===== config.mk =====
export PLATFORM = sky130hd
export DESIGN_NAME = posl_strap_latch
export DESIGN_NICKNAME = d
export VERILOG_FILES = /design/src/posl_sync.v /design/src/posl_strap_latch.v
export VERILOG_INCLUDE_DIRS = /design/src /design/src/pkg
export SDC_FILE = /design/constraint.sdc
export NUM_CORES = 1
export LEC_CHECK = 0
export ABC_AREA = 0
export BUFFER_PORTS_ARGS = -buffer_cell sky130_fd_sc_hd__buf_2
export CORE_MARGIN = 2
export CORE_UTILIZATION = 45
export CTS_CLUSTER_DIAMETER = 80
export CTS_CLUSTER_SIZE = 14
export DETAILED_ROUTE_END_ITERATION = 10
export GPL_TIMING_DRIVEN = 0
export PLACE_DENSITY = 0.69
export SLEW_MARGIN = 20
export SYNTH_ARGS = -nofsm -noshare
export SYNTH_HDL_FRONTEND = slang
export SYNTH_SLANG_ARGS = --single-unit
export TNS_END_PERCENT = 5

===== constraint.sdc =====
create_clock -name mclk -period 3.4 [get_ports mclk]
set_input_delay 1.02 -clock mclk [delete_from_list [all_inputs] [get_ports mclk]]
set_output_delay 1.02 -clock mclk [all_outputs]
set_load 0.05 [all_outputs]

===== src/pkg/posl_defs.vh =====
// Constants for the power-on strap latch: offsets, fields, reset values
`ifndef POSL_DEFS_VH
`define POSL_DEFS_VH
// ****************************************
// Register offsets (byte addresses)
// ****************************************
`define POSL_OFS_STRAPS 12'h000
`define POSL_OFS_BOOT 12'h004
`define POSL_OFS_CTRL 12'h008
`define POSL_OFS_PULLS 12'h00C
// ****************************************
// Strap register field positions
// ****************************************
`define POSL_BIT_XTAL 0
`define POSL_BIT_WIRELESS 1
`define POSL_BIT_ODT 2
`define POSL_BIT_PORT1 3
`define POSL_BIT_PORT2 4
`define POSL_BIT_DBGRES 5
`define POSL_BIT_DEEPRES 6
`define POSL_BIT_DBGMODE 7
`define POSL_BIT_RESA 8
`define POSL_BIT_RESB 9
`define POSL_BIT_FLASHV 10
`define POSL_BIT_BADSTRAP 11
// ****************************************
// Boot code encodings
// ****************************************
`define POSL_BOOT_HOST_ESPI 4'h0
`define POSL_BOOT_HOST_NOESPI 4'h2
`define POSL_BOOT_ESPI_BIOS 4'h4
`define POSL_BOOT_ESPI_ALL 4'h8
`define POSL_BOOT_ESPI_SLV 4'hC
`define POSL_MODE_RESERVED 3'h0
`define POSL_MODE_HOST_ESPI 3'h1
`define POSL_MODE_HOST_NOESPI 3'h2
`define POSL_MODE_ESPI_BIOS 3'h3
`define POSL_MODE_ESPI_ALL 3'h4
`define POSL_MODE_ESPI_SLV 3'h5
// ****************************************
// Reset values
// ****************************************
`define POSL_RST_STRAPS 10'h080
`define POSL_RST_BOOT 4'h0
`define POSL_RST_CTRL 32'h00000000
// ****************************************
// Reference frequencies in kHz
// ****************************************
`define POSL_XTAL_LOW_KHZ 32'h00009600
`define POSL_XTAL_HIGH_KHZ 32'h00005DC0
`endif


===== src/posl_sync.v =====
// Two-flop synchroniser bank for strap and power-good pins
`timescale 1ns/100ps
module posl_sync #(
  parameter WIDTH = 16
) (
  input wire mclk,
  input wire sys_rst,
  input wire [WIDTH-1:0] asyncIn,
  output reg [WIDTH-1:0] syncOut
);
  reg [WIDTH-1:0] stage1;
  // First stage feeds only the second stage
  always @(posedge mclk)
  begin
    if (sys_rst)
    begin
      stage1 <= {WIDTH{1'b0}};
      syncOut <= {WIDTH{1'b0}};
    end
    else
    begin
      stage1 <= asyncIn;
      syncOut <= stage1;
    end
  end
endmodule // posl_sync


===== src/posl_strap_latch.v =====
// Power-on strap latch with AHB-Lite status and control registers
//
// The register addresses and the AHB-Lite register port were left to the implementer.
`timescale 1ns/100ps
`include "posl_defs.vh"
// Contract
// Resume reset rise latches crystal strap: 0 is 38.4 MHz, 1 is 24 MHz.
// Resume reset rise latches wireless strap: 0 enables, 1 disables wireless.
// Resume reset rise samples termination strap; 1 enables termination, no pull.
// Resume reset rise samples port-1 voltage strap: 0 is 1.8 V, 1 is 3.3 V.
// Resume reset rise samples port-2 voltage strap: 0 is 1.8 V, 1 is 3.3 V.
// Resume reset rise latches boot code bits 1..3; bit 0 from another strap.
// Board holds debug reserved strap low at hub power-good rise.
// Hub power-good high disables pull-downs of straps sampled there.
// Resume reset deassertion disables pull-downs of straps sampled there.
// Deep-well strap sampled at deep-sleep power-good rise, pull released after.
// Debug mode strap pulled up, sampled high; pull-up released after reset.
// Board lets both reserved low straps sample low at resume reset rise.
// Flash voltage select never latched: live 0 is 3.3 V, 1 is 1.8 V.
// Boot code decodes host flash, host flash no eSPI, eSPI variants, else reserved.
// Latched straps hold until the next assertion of their sampling signal.
module posl_strap_latch (
  input wire mclk,
  input wire sys_rst,
  input wire resume_reset_n,
  input wire hub_power_good,
  input wire deep_sleep_power_good,
  input wire crystal_frequency_strap,
  input wire wireless_mode_strap,
  input wire termination_strap,
  input wire port1_voltage_strap,
  input wire port2_voltage_strap,
  input wire boot_code_bit0,
  input wire boot_code_bit1,
  input wire boot_code_bit2,
  input wire boot_code_bit3,
  input wire debug_reserved_strap,
  input wire deep_well_reserved_strap,
  input wire debug_mode_strap,
  input wire reserved_low_strap_a,
  input wire reserved_low_strap_b,
  input wire flash_io_voltage_select,
  output reg crystalIs24MHz,
  output reg wirelessEnable,
  output reg onDieTermination,
  output reg displayPortOne3v3,
  output reg displayPortTwo3v3,
  output reg [3:0] bootCode,
  output reg [2:0] bootMode,
  output reg debugReserved,
  output reg deepWellReserved,
  output reg debugMode,
  output reg flashIo1v8,
  output reg resumePullDownEn,
  output reg debugModePullUpEn,
  output reg hubPullDownEn,
  output reg deepPullDownEn,
  input wire hsel,
  input wire [11:0] haddr,
  input wire [1:0] htrans,
  input wire hwrite,
  input wire [2:0] hsize,
  input wire [31:0] hwdata,
  input wire hready,
  output reg [31:0] hrdata,
  output wire hreadyout,
  output wire hresp
);
  // ****************************************
  // Pin synchronisation
  // ****************************************
  // Every pin, sampling signals included, crosses through two flops
  wire [17:0] pinRaw;
  wire [17:0] pinSync;
  assign pinRaw = {flash_io_voltage_select, reserved_low_strap_b, reserved_low_strap_a,
                   debug_mode_strap, deep_well_reserved_strap, debug_reserved_strap,
                   boot_code_bit3, boot_code_bit2, boot_code_bit1, boot_code_bit0,
                   port2_voltage_strap, port1_voltage_strap, termination_strap,
                   wireless_mode_strap, crystal_frequency_strap,
                   deep_sleep_power_good, hub_power_good, resume_reset_n};

  // One bank keeps straps and sampling signals aligned in time
  posl_sync #(.WIDTH(18)) uSync (
    .mclk(mclk),
    .sys_rst(sys_rst),
    .asyncIn(pinRaw),
    .syncOut(pinSync)
  );

  // Named views of the synchronised pins
  wire resumeS = pinSync[0];
  wire hubS = pinSync[1];
  wire deepS = pinSync[2];
  wire xtalS = pinSync[3];
  wire wirelessS = pinSync[4];
  wire odtS = pinSync[5];
  wire port1S = pinSync[6];
  wire port2S = pinSync[7];
  wire [3:0] bootS = pinSync[11:8];
  wire dbgResS = pinSync[12];
  wire deepResS = pinSync[13];
  wire dbgModeS = pinSync[14];
  wire resAS = pinSync[15];
  wire resBS = pinSync[16];
  wire flashS = pinSync[17];

  // ****************************************
  // Edge detection on sampling signals
  // ****************************************
  // Last synchronised level of each sampling signal
  reg resumePrev;
  reg hubPrev;
  reg deepPrev;
  // One-cycle strobe at each synchronised rise
  wire resumeRise = resumeS & ~resumePrev;
  wire hubRise = hubS & ~hubPrev;
  wire deepRise = deepS & ~deepPrev;

  // Previous levels reset low so a signal high out of reset counts as a rise
  always @(posedge mclk)
  begin
    if (sys_rst)
    begin
      resumePrev <= 1'b0;
      hubPrev <= 1'b0;
      deepPrev <= 1'b0;
    end
    else
    begin
      resumePrev <= resumeS;
      hubPrev <= hubS;
      deepPrev <= deepS;
    end
  end

  // ****************************************
  // Registers reachable over the bus
  // ****************************************
  // Bus-visible state with no port of its own
  reg [31:0] ctrl;
  reg resALatched;
  reg resBLatched;
  reg badStrap;

  // ****************************************
  // Resume reset domain straps
  // ****************************************
  // Values change only at a rise, so later pin activity is ignored
  // Debug mode resets high to match its internal pull-up
  always @(posedge mclk)
  begin
    if (sys_rst)
    begin
      crystalIs24MHz <= 1'b0;
      wirelessEnable <= 1'b0;
      onDieTermination <= 1'b0;
      displayPortOne3v3 <= 1'b0;
      displayPortTwo3v3 <= 1'b0;
      bootCode <= `POSL_RST_BOOT;
      debugMode <= 1'b1;
      resALatched <= 1'b0;
      resBLatched <= 1'b0;
    end
    else if (resumeRise)
    begin
      crystalIs24MHz <= xtalS;
      wirelessEnable <= ~wirelessS;
      onDieTermination <= odtS;
      displayPortOne3v3 <= port1S;
      displayPortTwo3v3 <= port2S;
      bootCode <= bootS;
      debugMode <= dbgModeS;
      resALatched <= resAS;
      resBLatched <= resBS;
    end
  end

  // ****************************************
  // Power-good domain straps
  // ****************************************
  always @(posedge mclk)
  begin
    if (sys_rst)
    begin
      debugReserved <= 1'b0;
      deepWellReserved <= 1'b0;
    end
    else
    begin
      if (hubRise)
        debugReserved <= dbgResS;
      if (deepRise)
        deepWellReserved <= deepResS;
    end
  end

  // Flags a board that drove a strap against its required level
  // A resume rise recomputes its own part, but a hub or deep violation in
  // the same cycle still sets the flag; a hub or deep violation from an earlier cycle is cleared
  wire resumeBad = ~dbgModeS | resAS | resBS;
  wire hubBad = hubRise & dbgResS;
  wire deepBad = deepRise & deepResS;
  always @(posedge mclk)
  begin
    if (sys_rst)
      badStrap <= 1'b0;
    else if (resumeRise)
      badStrap <= resumeBad | hubBad | deepBad;
    else if (hubBad | deepBad)
      badStrap <= 1'b1;
  end

  // ****************************************
  // Pull resistor control
  // ****************************************
  // Pulls stay on while the sampling signal is low, off once it is high
  // A pull returns as soon as its sampling signal drops again
  always @(posedge mclk)
  begin
    if (sys_rst)
    begin
      resumePullDownEn <= 1'b1;
      debugModePullUpEn <= 1'b1;
      hubPullDownEn <= 1'b1;
      deepPullDownEn <= 1'b1;
    end
    else
    begin
      resumePullDownEn <= ~(resumeS & resumePrev);
      debugModePullUpEn <= ~(resumeS & resumePrev);
      hubPullDownEn <= ~(hubS & hubPrev);
      deepPullDownEn <= ~(deepS & deepPrev);
    end
  end

  // ****************************************
  // Live flash voltage and boot decode
  // ****************************************
  // Reserved codes decode to mode 0
  reg [2:0] next_bootMode;
  always @*
  begin
    case (bootCode)
      `POSL_BOOT_HOST_ESPI: next_bootMode = `POSL_MODE_HOST_ESPI;
      `POSL_BOOT_HOST_NOESPI: next_bootMode = `POSL_MODE_HOST_NOESPI;
      `POSL_BOOT_ESPI_BIOS: next_bootMode = `POSL_MODE_ESPI_BIOS;
      `POSL_BOOT_ESPI_ALL: next_bootMode = `POSL_MODE_ESPI_ALL;
      `POSL_BOOT_ESPI_SLV: next_bootMode = `POSL_MODE_ESPI_SLV;
      default: next_bootMode = `POSL_MODE_RESERVED;
    endcase
  end

  // Flash select follows the pin continuously, never held
  // Lag is three flops: two to synchronise, one here
  always @(posedge mclk)
  begin
    if (sys_rst)
    begin
      bootMode <= `POSL_MODE_RESERVED;
      flashIo1v8 <= 1'b0;
    end
    else
    begin
      bootMode <= next_bootMode;
      flashIo1v8 <= flashS;
    end
  end

  // ****************************************
  // AHB-Lite slave
  // ****************************************
  // Zero wait states; every access answers OKAY
  // Address phase captured for the data phase that follows
  reg dataPhase;
  reg dataWrite;
  reg [11:0] dataAddr;
  wire addrTake = hsel & htrans[1] & hready;

  always @(posedge mclk)
  begin
    if (sys_rst)
    begin
      dataPhase <= 1'b0;
      dataWrite <= 1'b0;
      dataAddr <= 12'h000;
    end
    else
    begin
      dataPhase <= addrTake;
      dataWrite <= addrTake & hwrite;
      if (addrTake)
        dataAddr <= haddr;
    end
  end

  // No wait states, so the slave never stretches a transfer
  assign hreadyout = 1'b1;
  assign hresp = 1'b0;

  // Scratch control word; software can park platform hints here
  always @(posedge mclk)
  begin
    if (sys_rst)
      ctrl <= `POSL_RST_CTRL;
    else if (dataPhase & dataWrite & (dataAddr == `POSL_OFS_CTRL))
      ctrl <= hwdata;
  end

  // Read mux, registered at the address phase so data stand in the data phase
  reg [31:0] next_hrdata;
  always @*
  begin
    next_hrdata = 32'h00000000;
    case (haddr)
      `POSL_OFS_STRAPS:
      begin
        next_hrdata[`POSL_BIT_XTAL] = crystalIs24MHz;
        next_hrdata[`POSL_BIT_WIRELESS] = wirelessEnable;
        next_hrdata[`POSL_BIT_ODT] = onDieTermination;
        next_hrdata[`POSL_BIT_PORT1] = displayPortOne3v3;
        next_hrdata[`POSL_BIT_PORT2] = displayPortTwo3v3;
        next_hrdata[`POSL_BIT_DBGRES] = debugReserved;
        next_hrdata[`POSL_BIT_DEEPRES] = deepWellReserved;
        next_hrdata[`POSL_BIT_DBGMODE] = debugMode;
        next_hrdata[`POSL_BIT_RESA] = resALatched;
        next_hrdata[`POSL_BIT_RESB] = resBLatched;
        next_hrdata[`POSL_BIT_FLASHV] = flashIo1v8;
        next_hrdata[`POSL_BIT_BADSTRAP] = badStrap;
      end
      `POSL_OFS_BOOT: next_hrdata = {25'h0000000, bootMode, bootCode};
      `POSL_OFS_CTRL: next_hrdata = ctrl;
      `POSL_OFS_PULLS: next_hrdata = {28'h0000000, deepPullDownEn, hubPullDownEn,
                                      debugModePullUpEn, resumePullDownEn};
      default: next_hrdata = 32'h00000000;
    endcase
  end

  // Only a read refreshes the data; writes leave it untouched
  always @(posedge mclk)
  begin
    if (sys_rst)
      hrdata <= 32'h00000000;
    else if (addrTake & ~hwrite)
      hrdata <= next_hrdata;
  end
endmodule // posl_strap_latch


**Word level (Yosys, flattened, before mapping)**

Index checks and enable logic that the tools add are counted.

- Flip-flop bits (word level): 139
- Input port bits: 72
- Output and inout bits: 54

- Equality and inequality tests: 8
- Muxes and demuxes: 5
- Bitwise operators: 28
- Reduce and logical (&&, ||, !) cells: 3

Operators with widths:

| kind | count |
|---|---|
| $pmux 12 s4 | 1 |
| $eq 12x4->1 const B | 3 |
| $mux 20 | 1 |
| $pmux 3 s5 | 1 |
| $and 1x1->1 | 14 |
| $eq 12x3->1 const B | 1 |
| $logic_not 12->1 | 1 |
| $not 1->1 | 9 |
| $eq 4x4->1 const B | 2 |
| $or 1x1->1 | 5 |
| $eq 4x2->1 const B | 1 |
| $eq 4x3->1 const B | 1 |
| $logic_not 4->1 | 1 |
| $mux 1 | 2 |
| $reduce_bool 2->1 | 1 |

**Depth between registers and ports, before layout**

Gate-level depths: netlist of the first run.

- Depth in word-level cells: 6
- Gate-level depth with buffers: 5
- Mapped depth without buffers: 3

**Modules after synthesis**

From an unflattened synthesis of the first run, not the netlist that was laid out.

- Cells, all modules: 491
- Area, all modules: 5322.6 um2

By module, submodules not included:

| module | instances | cells each | area each (um2) | seq. area each (um2) |
|---|---|---|---|---|
| posl_strap_latch | 1 | 416 | 4327.9 | 2062.0 |
| posl_sync | 1 | 75 | 994.7 | 720.7 |

**Least setup slack after synthesis of the first run**

OpenSTA, ideal clock, no wires.

- Kind: input-to-reg
- From: input haddr[2]
- To: register hrdata[11]
- Setup time: 68 ps
- Data arrival time: 1915 ps
- Path slack: 1417 ps
- Stages on the path: 5
- Buffers on the path: 2
- Cells stage by stage: buf_6 > nor4_4 > nand4_4 > buf_6 > o2bb2ai_2

- Longest elaborated chain between the ends: 2
- Elaborated cells on any way between the ends: 5
- Classes of those cells: eq/ne: 3; mux: 1; reduce/logical: 1

Ends and longest elaborated chain:

| element | line | RTL |
|---|---|---|
| from (decl) | posl_strap_latch.v:59 | `input wire [11:0] haddr,` |
| $eq 12x4->1, or another cell as far along | posl_strap_latch.v:314 | `case (haddr)` |
| $pmux 12 s4 * | posl_strap_latch.v:314 |  |
| to (signal assigned) | posl_strap_latch.v:344 | `hrdata <= next_hrdata;` |
| to (decl) | posl_strap_latch.v:65 | `output reg [31:0] hrdata,` |

Every way passes the cells marked *; elsewhere a longest branch is shown, timed or not.
A chain may end at the register's enable or synchronous reset.

**Final worst setup path of the first run**

- From: register bootCode[1]
- To: output bootCode[1]

RTL lines:

| element | line | RTL |
|---|---|---|
| from (decl) | posl_strap_latch.v:48 | `output reg [3:0] bootCode,` |
| from (signal assigned) | posl_strap_latch.v:159 | `` bootCode <= `POSL_RST_BOOT; `` |
| from (signal assigned) | posl_strap_latch.v:171 | `bootCode <= bootS;` |

No word-level cell between the ends.

==> metrics, run 1 <==
Switching Share 0.213; most frequent cells in the layout dfxtp_1 (139), buf_2 (127), nand2_1 (70); Top Ports 126; CTS resizes 0; postcts setup bufs 0; fin. max-slew vios 0; Clk pin slew, worst setup/hold paths 60 ps; die outline height 112 microns; dpl hpwl 8690 microns; final setup violation count 0; RSZ-0062 raised after global routing false; share of the synthesized area in the top cell type 0.527; syn nets 567; Critical R2R Capture ctrl[22]$_SDFFE_PP0P_; final hold viol count 0; GP Congestion 0.806; Seq/Total Area, Yosys 0.527; Yosys cell types 36; cell taking the most area after synthesis dfxtp_1; Register-to-Register Path Depth 5; drt first pass iters 4; Num CTS Buffers 17; H-tree Lvls 4; hold-critical path depth 1; Leakage Power 2.64 nW; commonest non-fill, non-tap cell in the layout dfxtp_1; skew final 10.6 ps; Core Area 11400 sq um; switching power 0.000790 W; CTS root buf clkbuf_16; drt drc 0; synth-to-layout area growth 25.8%; gr usage total 0.193; status finished, final reports clean; cell-internal power 0.00292 W; CP Max Fanout 6; Initial DRC Count 164; largest family of logic cells by synthesized area simple AND/OR/NAND/NOR gates; final core occ 0.582; Filler cells 990; Worst slew margin 0.614; final wirelength 11700 microns; Reg power frac 0.451; Post-Syn Instances 495; TritonCTS clock tree done; Synthesis Warnings 0; Seq. cell area 2780 sq um; Worst Hold Path EP hubPullDownEn$_SDFF_PP1_; reg2reg setup slack 1850 ps; Sink Count 139; Max Cap Viol 0; WP buf/inv 1; Worst-Skew Late Latency 410 ps; Clock power frac 0.495; die area 12600 sq um; Fmax 453 MHz; Adder-Cell Fraction of Synth Area 0; crit-path cells buf_2; GRT overflow 0; Worst setup EP type output port; multi-input logic area 2250 sq um; Hold Path Class register to register; initial antenna violation count 1; syn_area_per_cell 10.7 sq um; largest net degree at the start of global routing 17; Slew @ Worst Pin 579 ps; layout cell share with drive strength beyond 1 0.295; wire length per cell 14.8 microns; crit path launch type register; Layout Cells excl Fill 788; Slowest-stage cell, CP dfxtp_1; # rows 39; power density cells 558 nW/um^2; number of nets in the layout 703; min cycle time layout 2210 ps; Via density 4.85; Bufs on Longest Clock Path 2; Crit path max-delay family flip-flops; Seq cells post-synth 139; Simple-Gate Fraction of Synth Area 0.215; Compound-Gate Fraction of Synth Area 0.113; Worst path max stage delay 450 ps; vias in the first global route 3776; top area cells in the synthesized netlist dfxtp_1 (53%), nand2b_1 (7.8%), mux2i_1 (7.6%); Initial Util 0.463; vias 3819; dpl cells 755; Crit Path Class register to output port; hold_ws 399 ps; WP data arrival 1190 ps; FF-to-FF Start dataAddr[7]$_SDFFE_PP0P_; worst vdd ir 515 uV; post-synthesis mux area share 0.0950; first-pass GRT wire length 18800 microns; hold buffer count at cts 0; setup tns final 0 ps; Die X 112 microns; Worst EP required 2380 ps; Gate power share 0.054; Routed Antenna Nets 0; # port buffers 117; Post-Syn Area 5280 sq um; Final period util 0.649; XOR/XNOR Fraction of Synth Area 0.00166; HP Start hubPrev$_SDFF_PP0_
## Yosys cell counts
cell type,n
dfxtp_1,139
nand2_1,70
nand2b_1,66
mux2i_1,40
nor2b_1,40
a21oi_1,25
o2bb2ai_2,20
clkbuf_1,16
o2bb2ai_1,12
buf_2,10
inv_1,8
buf_4,4
nor2_1,4
a2bb2oi_1,3
buf_6,3
buf_8,3
mux4_1,3
nand3b_1,3
nor4_4,3
o21ai_0,3
conb_1,2
nor3_1,2
nor4_1,2
nor4b_1,2
a2111oi_0,1
a211oi_1,1
a41oi_1,1
and3_1,1
and4_1,1
and4b_1,1
mux4_2,1
nand3_1,1
nand4_1,1
nand4_4,1
nor4bb_1,1
xnor2_1,1
## sequential cells by signal, indices dropped and copies added, names as in the netlist, 3 cells and up
| name | flops |
|---|---|
| bootCode | 4 |
| uSync.stage1 | 18 |
| dataAddr | 12 |
| hrdata | 32 |
| bootMode | 3 |
| uSync.syncOut | 18 |
| ctrl | 32 |
## cell type report
type                            instances  area share
Buffer                                 36      0.0330
Timing Repair Buffer                  117      0.0881
Tap cell                              143      0.0269
Multi-Input combinational cell        312       0.339
Inverter                                8     0.00452
Antenna cell                            1    0.000377
Clock buffer                           22      0.0683
Sequential cell                       139       0.419
Clock inverter                         10      0.0215
## stage by stage
| stage | instance area, sq um | worst slack, ps | power (W) |
|---|---|---|---|
| final | 6650 | 1190 | 0.00371 |
| after global routing | 6640 | 1140 | 0.00384 |
| after CTS | 6640 | 1160 | 0.00375 |
| after detailed placement | 6050 | 958 | 0.00191 |
| after global placement | 6050 | 999 | 0.00191 |
| after floorplan | 5280 | 1420 | 0.00183 |
## power groups by stage
stage	Sequential [W]	Combinational, W	Clock, W
6_report	0.00167	0.000201	0.00183
5_1_grt	0.00168	0.000221	0.00194
4_1_cts	0.00167	0.000203	0.00187
3_5_place_dp	0.00171	0.000202	0
3_3_place_gp	0.00171	0.000198	0
2_1_floorplan	0.00172	0.000111	0
## cell families (layout without fill, tap and decap cells)
family,Yosys count,count (layout)
buffers and inverters,44,193
AND/OR/NAND/NOR,199,199
other,2,3
flip-flops,139,139
AO/OA/AOI/OAI,66,66
multiplexers,44,44
XOR/XNOR,1,1
## routing by layer
layer	track usage	wire length [microns]	part of all wire	vias up
li1	-	-	-	1943
met1	0.238	5210	0.45	1767
met2	0.318	5550	0.48	96
met3	0.0702	764	0.065	13
met4	0.0593	138	0.012	0
met5	0	0	0	-
## worst max-delay path by stage
stage / startpoint / endpoint / slack (ps) / cells after the start
3_3_place_gp: hready / hrdata[26]$_SDFFE_PP0P_ / 1000 / 5
3_5_place_dp: hready / hrdata[28]$_SDFFE_PP0P_ / 960 / 5
2_1_floorplan: haddr[2] / hrdata[11]$_SDFFE_PP0P_ / 1420 / 5
6_report: bootCode[1]$_SDFFE_PP0P_ / bootCode[1] / 1190 / 1
5_1_grt: bootCode[1]$_SDFFE_PP0P_ / bootCode[1] / 1140 / 1
4_1_cts: bootCode[1]$_SDFFE_PP0P_ / bootCode[1] / 1160 / 1
No activity file was read; power rests on OpenSTA's default activity.
==> run 2: changes to the inputs <==
PLACE_DENSITY = 0.72   (was 0.69)
clock period = 1.85 ns   (was 3.4 ns; I/O delays follow)
==> run 2 against run 1 <==
Against the previous run: worst hold slack got worse by 49 ps; total power rose by 80%; via count fell by 0.63%; cell count fell by 0.25%; register-to-register slack got worse by 1600 ps; clock-buffer cell count rose by 2; sequential cell count did not move; routed wire length fell by 0.80%; core utilization fell by 0.24 points; die area did not move; final area fell by 0.41%; first-iteration DRC count fell by 2.4%.
==> metrics, run 2 (synthesis gave the netlist of run 1 again) <==
vias 3795 (was 3819); wire length per cell 14.7 microns (was 14.8 microns); GRT overflow 0 (unchanged); Worst EP required 1290 ps (was 2380 ps); Num CTS Buffers 17 (unchanged); Initial DRC Count 160 (was 164); GP Congestion 0.847 (was 0.806); Setup WS pre-CTS -127 ps (was 958 ps); RSZ-0062 raised after global routing false (unchanged); crit path launch type register (unchanged); Max Cap Viol 0 (unchanged); fin. max-slew vios 0 (unchanged); # rows 39 (unchanged); Crit path max-delay family flip-flops (unchanged); FF-to-FF Start dataAddr[7]$_SDFFE_PP0P_ (unchanged); Worst-Skew Late Latency 410 ps (about the same); Worst slew margin 0.656 (was 0.614); WP depth 2 (was 1); Via density 4.83 (was 4.85); number of nets in the layout 703 (unchanged); final hold viol count 0 (unchanged); Sink Count 139 (unchanged); fin worst setup slack 129 ps (was 1190 ps); final wirelength 11600 microns (was 11700 microns); die area 12600 sq um (unchanged); H-tree Lvls 4 (unchanged); status finished, final reports clean (unchanged); Core Area 11400 sq um (unchanged); Worst setup EP type output port (unchanged); Final period util 0.930; drt drc 0 (unchanged); Layout Cells excl Fill 786 (was 788); Initial Util 0.463 (unchanged); dpl hpwl 8700 microns (was 8690 microns); Die X 112 microns (unchanged); multi-input logic area 2250 sq um (unchanged); CP Max Fanout 4 (was 6); crit path from debugModePullUpEn$_SDFF_PP1_ (was bootCode[1]$_SDFFE_PP0P_); Fmax 581 MHz; Seq. cell area 2780 sq um (unchanged); WP buf/inv 2 (was 1); power density cells 1010 nW/um^2 (was 558 nW/um^2); vias in the first global route 3788 (was 3776); largest net degree at the start of global routing 17 (unchanged); CTS resizes 0 (unchanged); WP data arrival 1170 ps (was 1190 ps); dpl cells 755 (unchanged); largest registers ctrl x32, hrdata x32 (unchanged); initial antenna violation count 0 (was 1); layout cell share with drive strength beyond 1 0.294 (was 0.295); synth-to-layout area growth 25.3% (was 25.8%); first-pass GRT wire length 18500 microns (was 18800 microns); Clk pin slew, worst setup/hold paths 60 ps (about the same); worst vdd ir 648 uV (was 515 uV); final setup violation count 0 (unchanged); Crit Path Class register to output port (unchanged); Leakage Power 2.63 nW (was 2.64 nW); skew final 6.97 ps (was 10.6 ps); crit-path cells buf_4 -> buf_2 (was buf_2); diode count 0 (was 1); postcts setup bufs 0 (unchanged); drt first pass iters 4 (unchanged); Slew @ Worst Pin 515 ps (was 579 ps); die outline height 112 microns (unchanged); Routed Antenna Nets 0 (unchanged); TritonCTS clock tree done (unchanged); Filler cells 981 (was 990); Critical R2R Capture ctrl[19]$_SDFFE_PP0P_ (was ctrl[22]$_SDFFE_PP0P_); gr usage total 0.189 (was 0.193); # port buffers 117 (unchanged); Worst path max stage delay 380 ps (was 450 ps); most frequent cells in the layout dfxtp_1 (139), buf_2 (127), nand2_1 (70) (unchanged); Register-to-Register Path Depth 5 (unchanged); hold_ws 351 ps (was 399 ps); Bufs on Longest Clock Path 2 (unchanged); Hold Path Class input port to register (was register to register); Slowest-stage cell, CP dfxtp_1 (unchanged); reg2reg setup slack 260 ps (was 1850 ps); hold buffer count at cts 0 (unchanged); Top Ports 126 (unchanged); commonest non-fill, non-tap cell in the layout dfxtp_1 (unchanged); min cycle time layout 1720 ps; CTS root buf clkbuf_16 (unchanged); Setup crit end resumePullDownEn (was bootCode[1])
==> run 2: cell count changes in the layout (fill, tap and decap cells not counted), sizes merged <==
cell and change:
clkbuf +2, bufinv -1, clkinvlp -2, diode -1
==> run 2: report_power, final <==
part	switching (W)	internal, W	total, W
clock	0.00117	0.00208	0.00325
sequential	0.0000236	0.00305	0.00308
combinational	0.000208	0.000158	0.000366
total	0.00141	0.00529	0.00669
==> run 2: worst reg2reg max path: cells and delay by family, from the launching register on <==
family / cells / cell delay, ps
buffers and inverters: 2 / 350
and+or+nand+nor: 2 / 640
muxes: 1 / 210
DFF: 1 / 310
==> run 2: how the worst min path moves through the flow <==
stage | from | end | cells after the start
5_1_grt | boot_code_bit2 | uSync.stage1[10]$_SDFF_PP0_ | 2
4_1_cts | port1_voltage_strap | uSync.stage1[6]$_SDFF_PP0_ | 2
6_report | port1_voltage_strap | uSync.stage1[6]$_SDFF_PP0_ | 2
2_1_floorplan | deepPrev$_SDFF_PP0_ | deepPullDownEn$_SDFF_PP1_ | 1
3_5_place_dp | hubPrev$_SDFF_PP0_ | hubPullDownEn$_SDFF_PP1_ | 1
3_3_place_gp | resumePrev$_SDFF_PP0_ | debugModePullUpEn$_SDFF_PP1_ | 1
==> run 2: area by class of cell <==
cell class,instances,area share
Buffer,36,0.0331
Clock buffer,24,0.0728
Clock inverter,7,0.0136
Inverter,8,0.00454
Multi-Input combinational cell,312,0.340
Sequential cell,139,0.420
Tap cell,143,0.0270
Timing Repair Buffer,117,0.0885
==> run 2: layer usage <==
layer / part of all wire / GRT usage / vias up
met5: 0 / 0 / -
met4: 0.013 / 0.0618 / 0
met3: 0.057 / 0.0659 / 16
met2: 0.50 / 0.324 / 109
met1: 0.43 / 0.221 / 1742
li1: - / - / 1928
==> run 2: per-stage QoR <==
stage | util | power [W] | cell area, sq um | TNS [ps]
floorplan | - | 0.00336 | 5280 | 0
global placement | 0.529 | 0.00350 | 6050 | -3910
detailed placement | 0.529 | 0.00351 | 6050 | -5240
CTS | 0.580 | 0.00676 | 6620 | 0
global route | 0.580 | 0.00693 | 6620 | 0
finish | 0.580 | 0.00669 | 6620 | 0
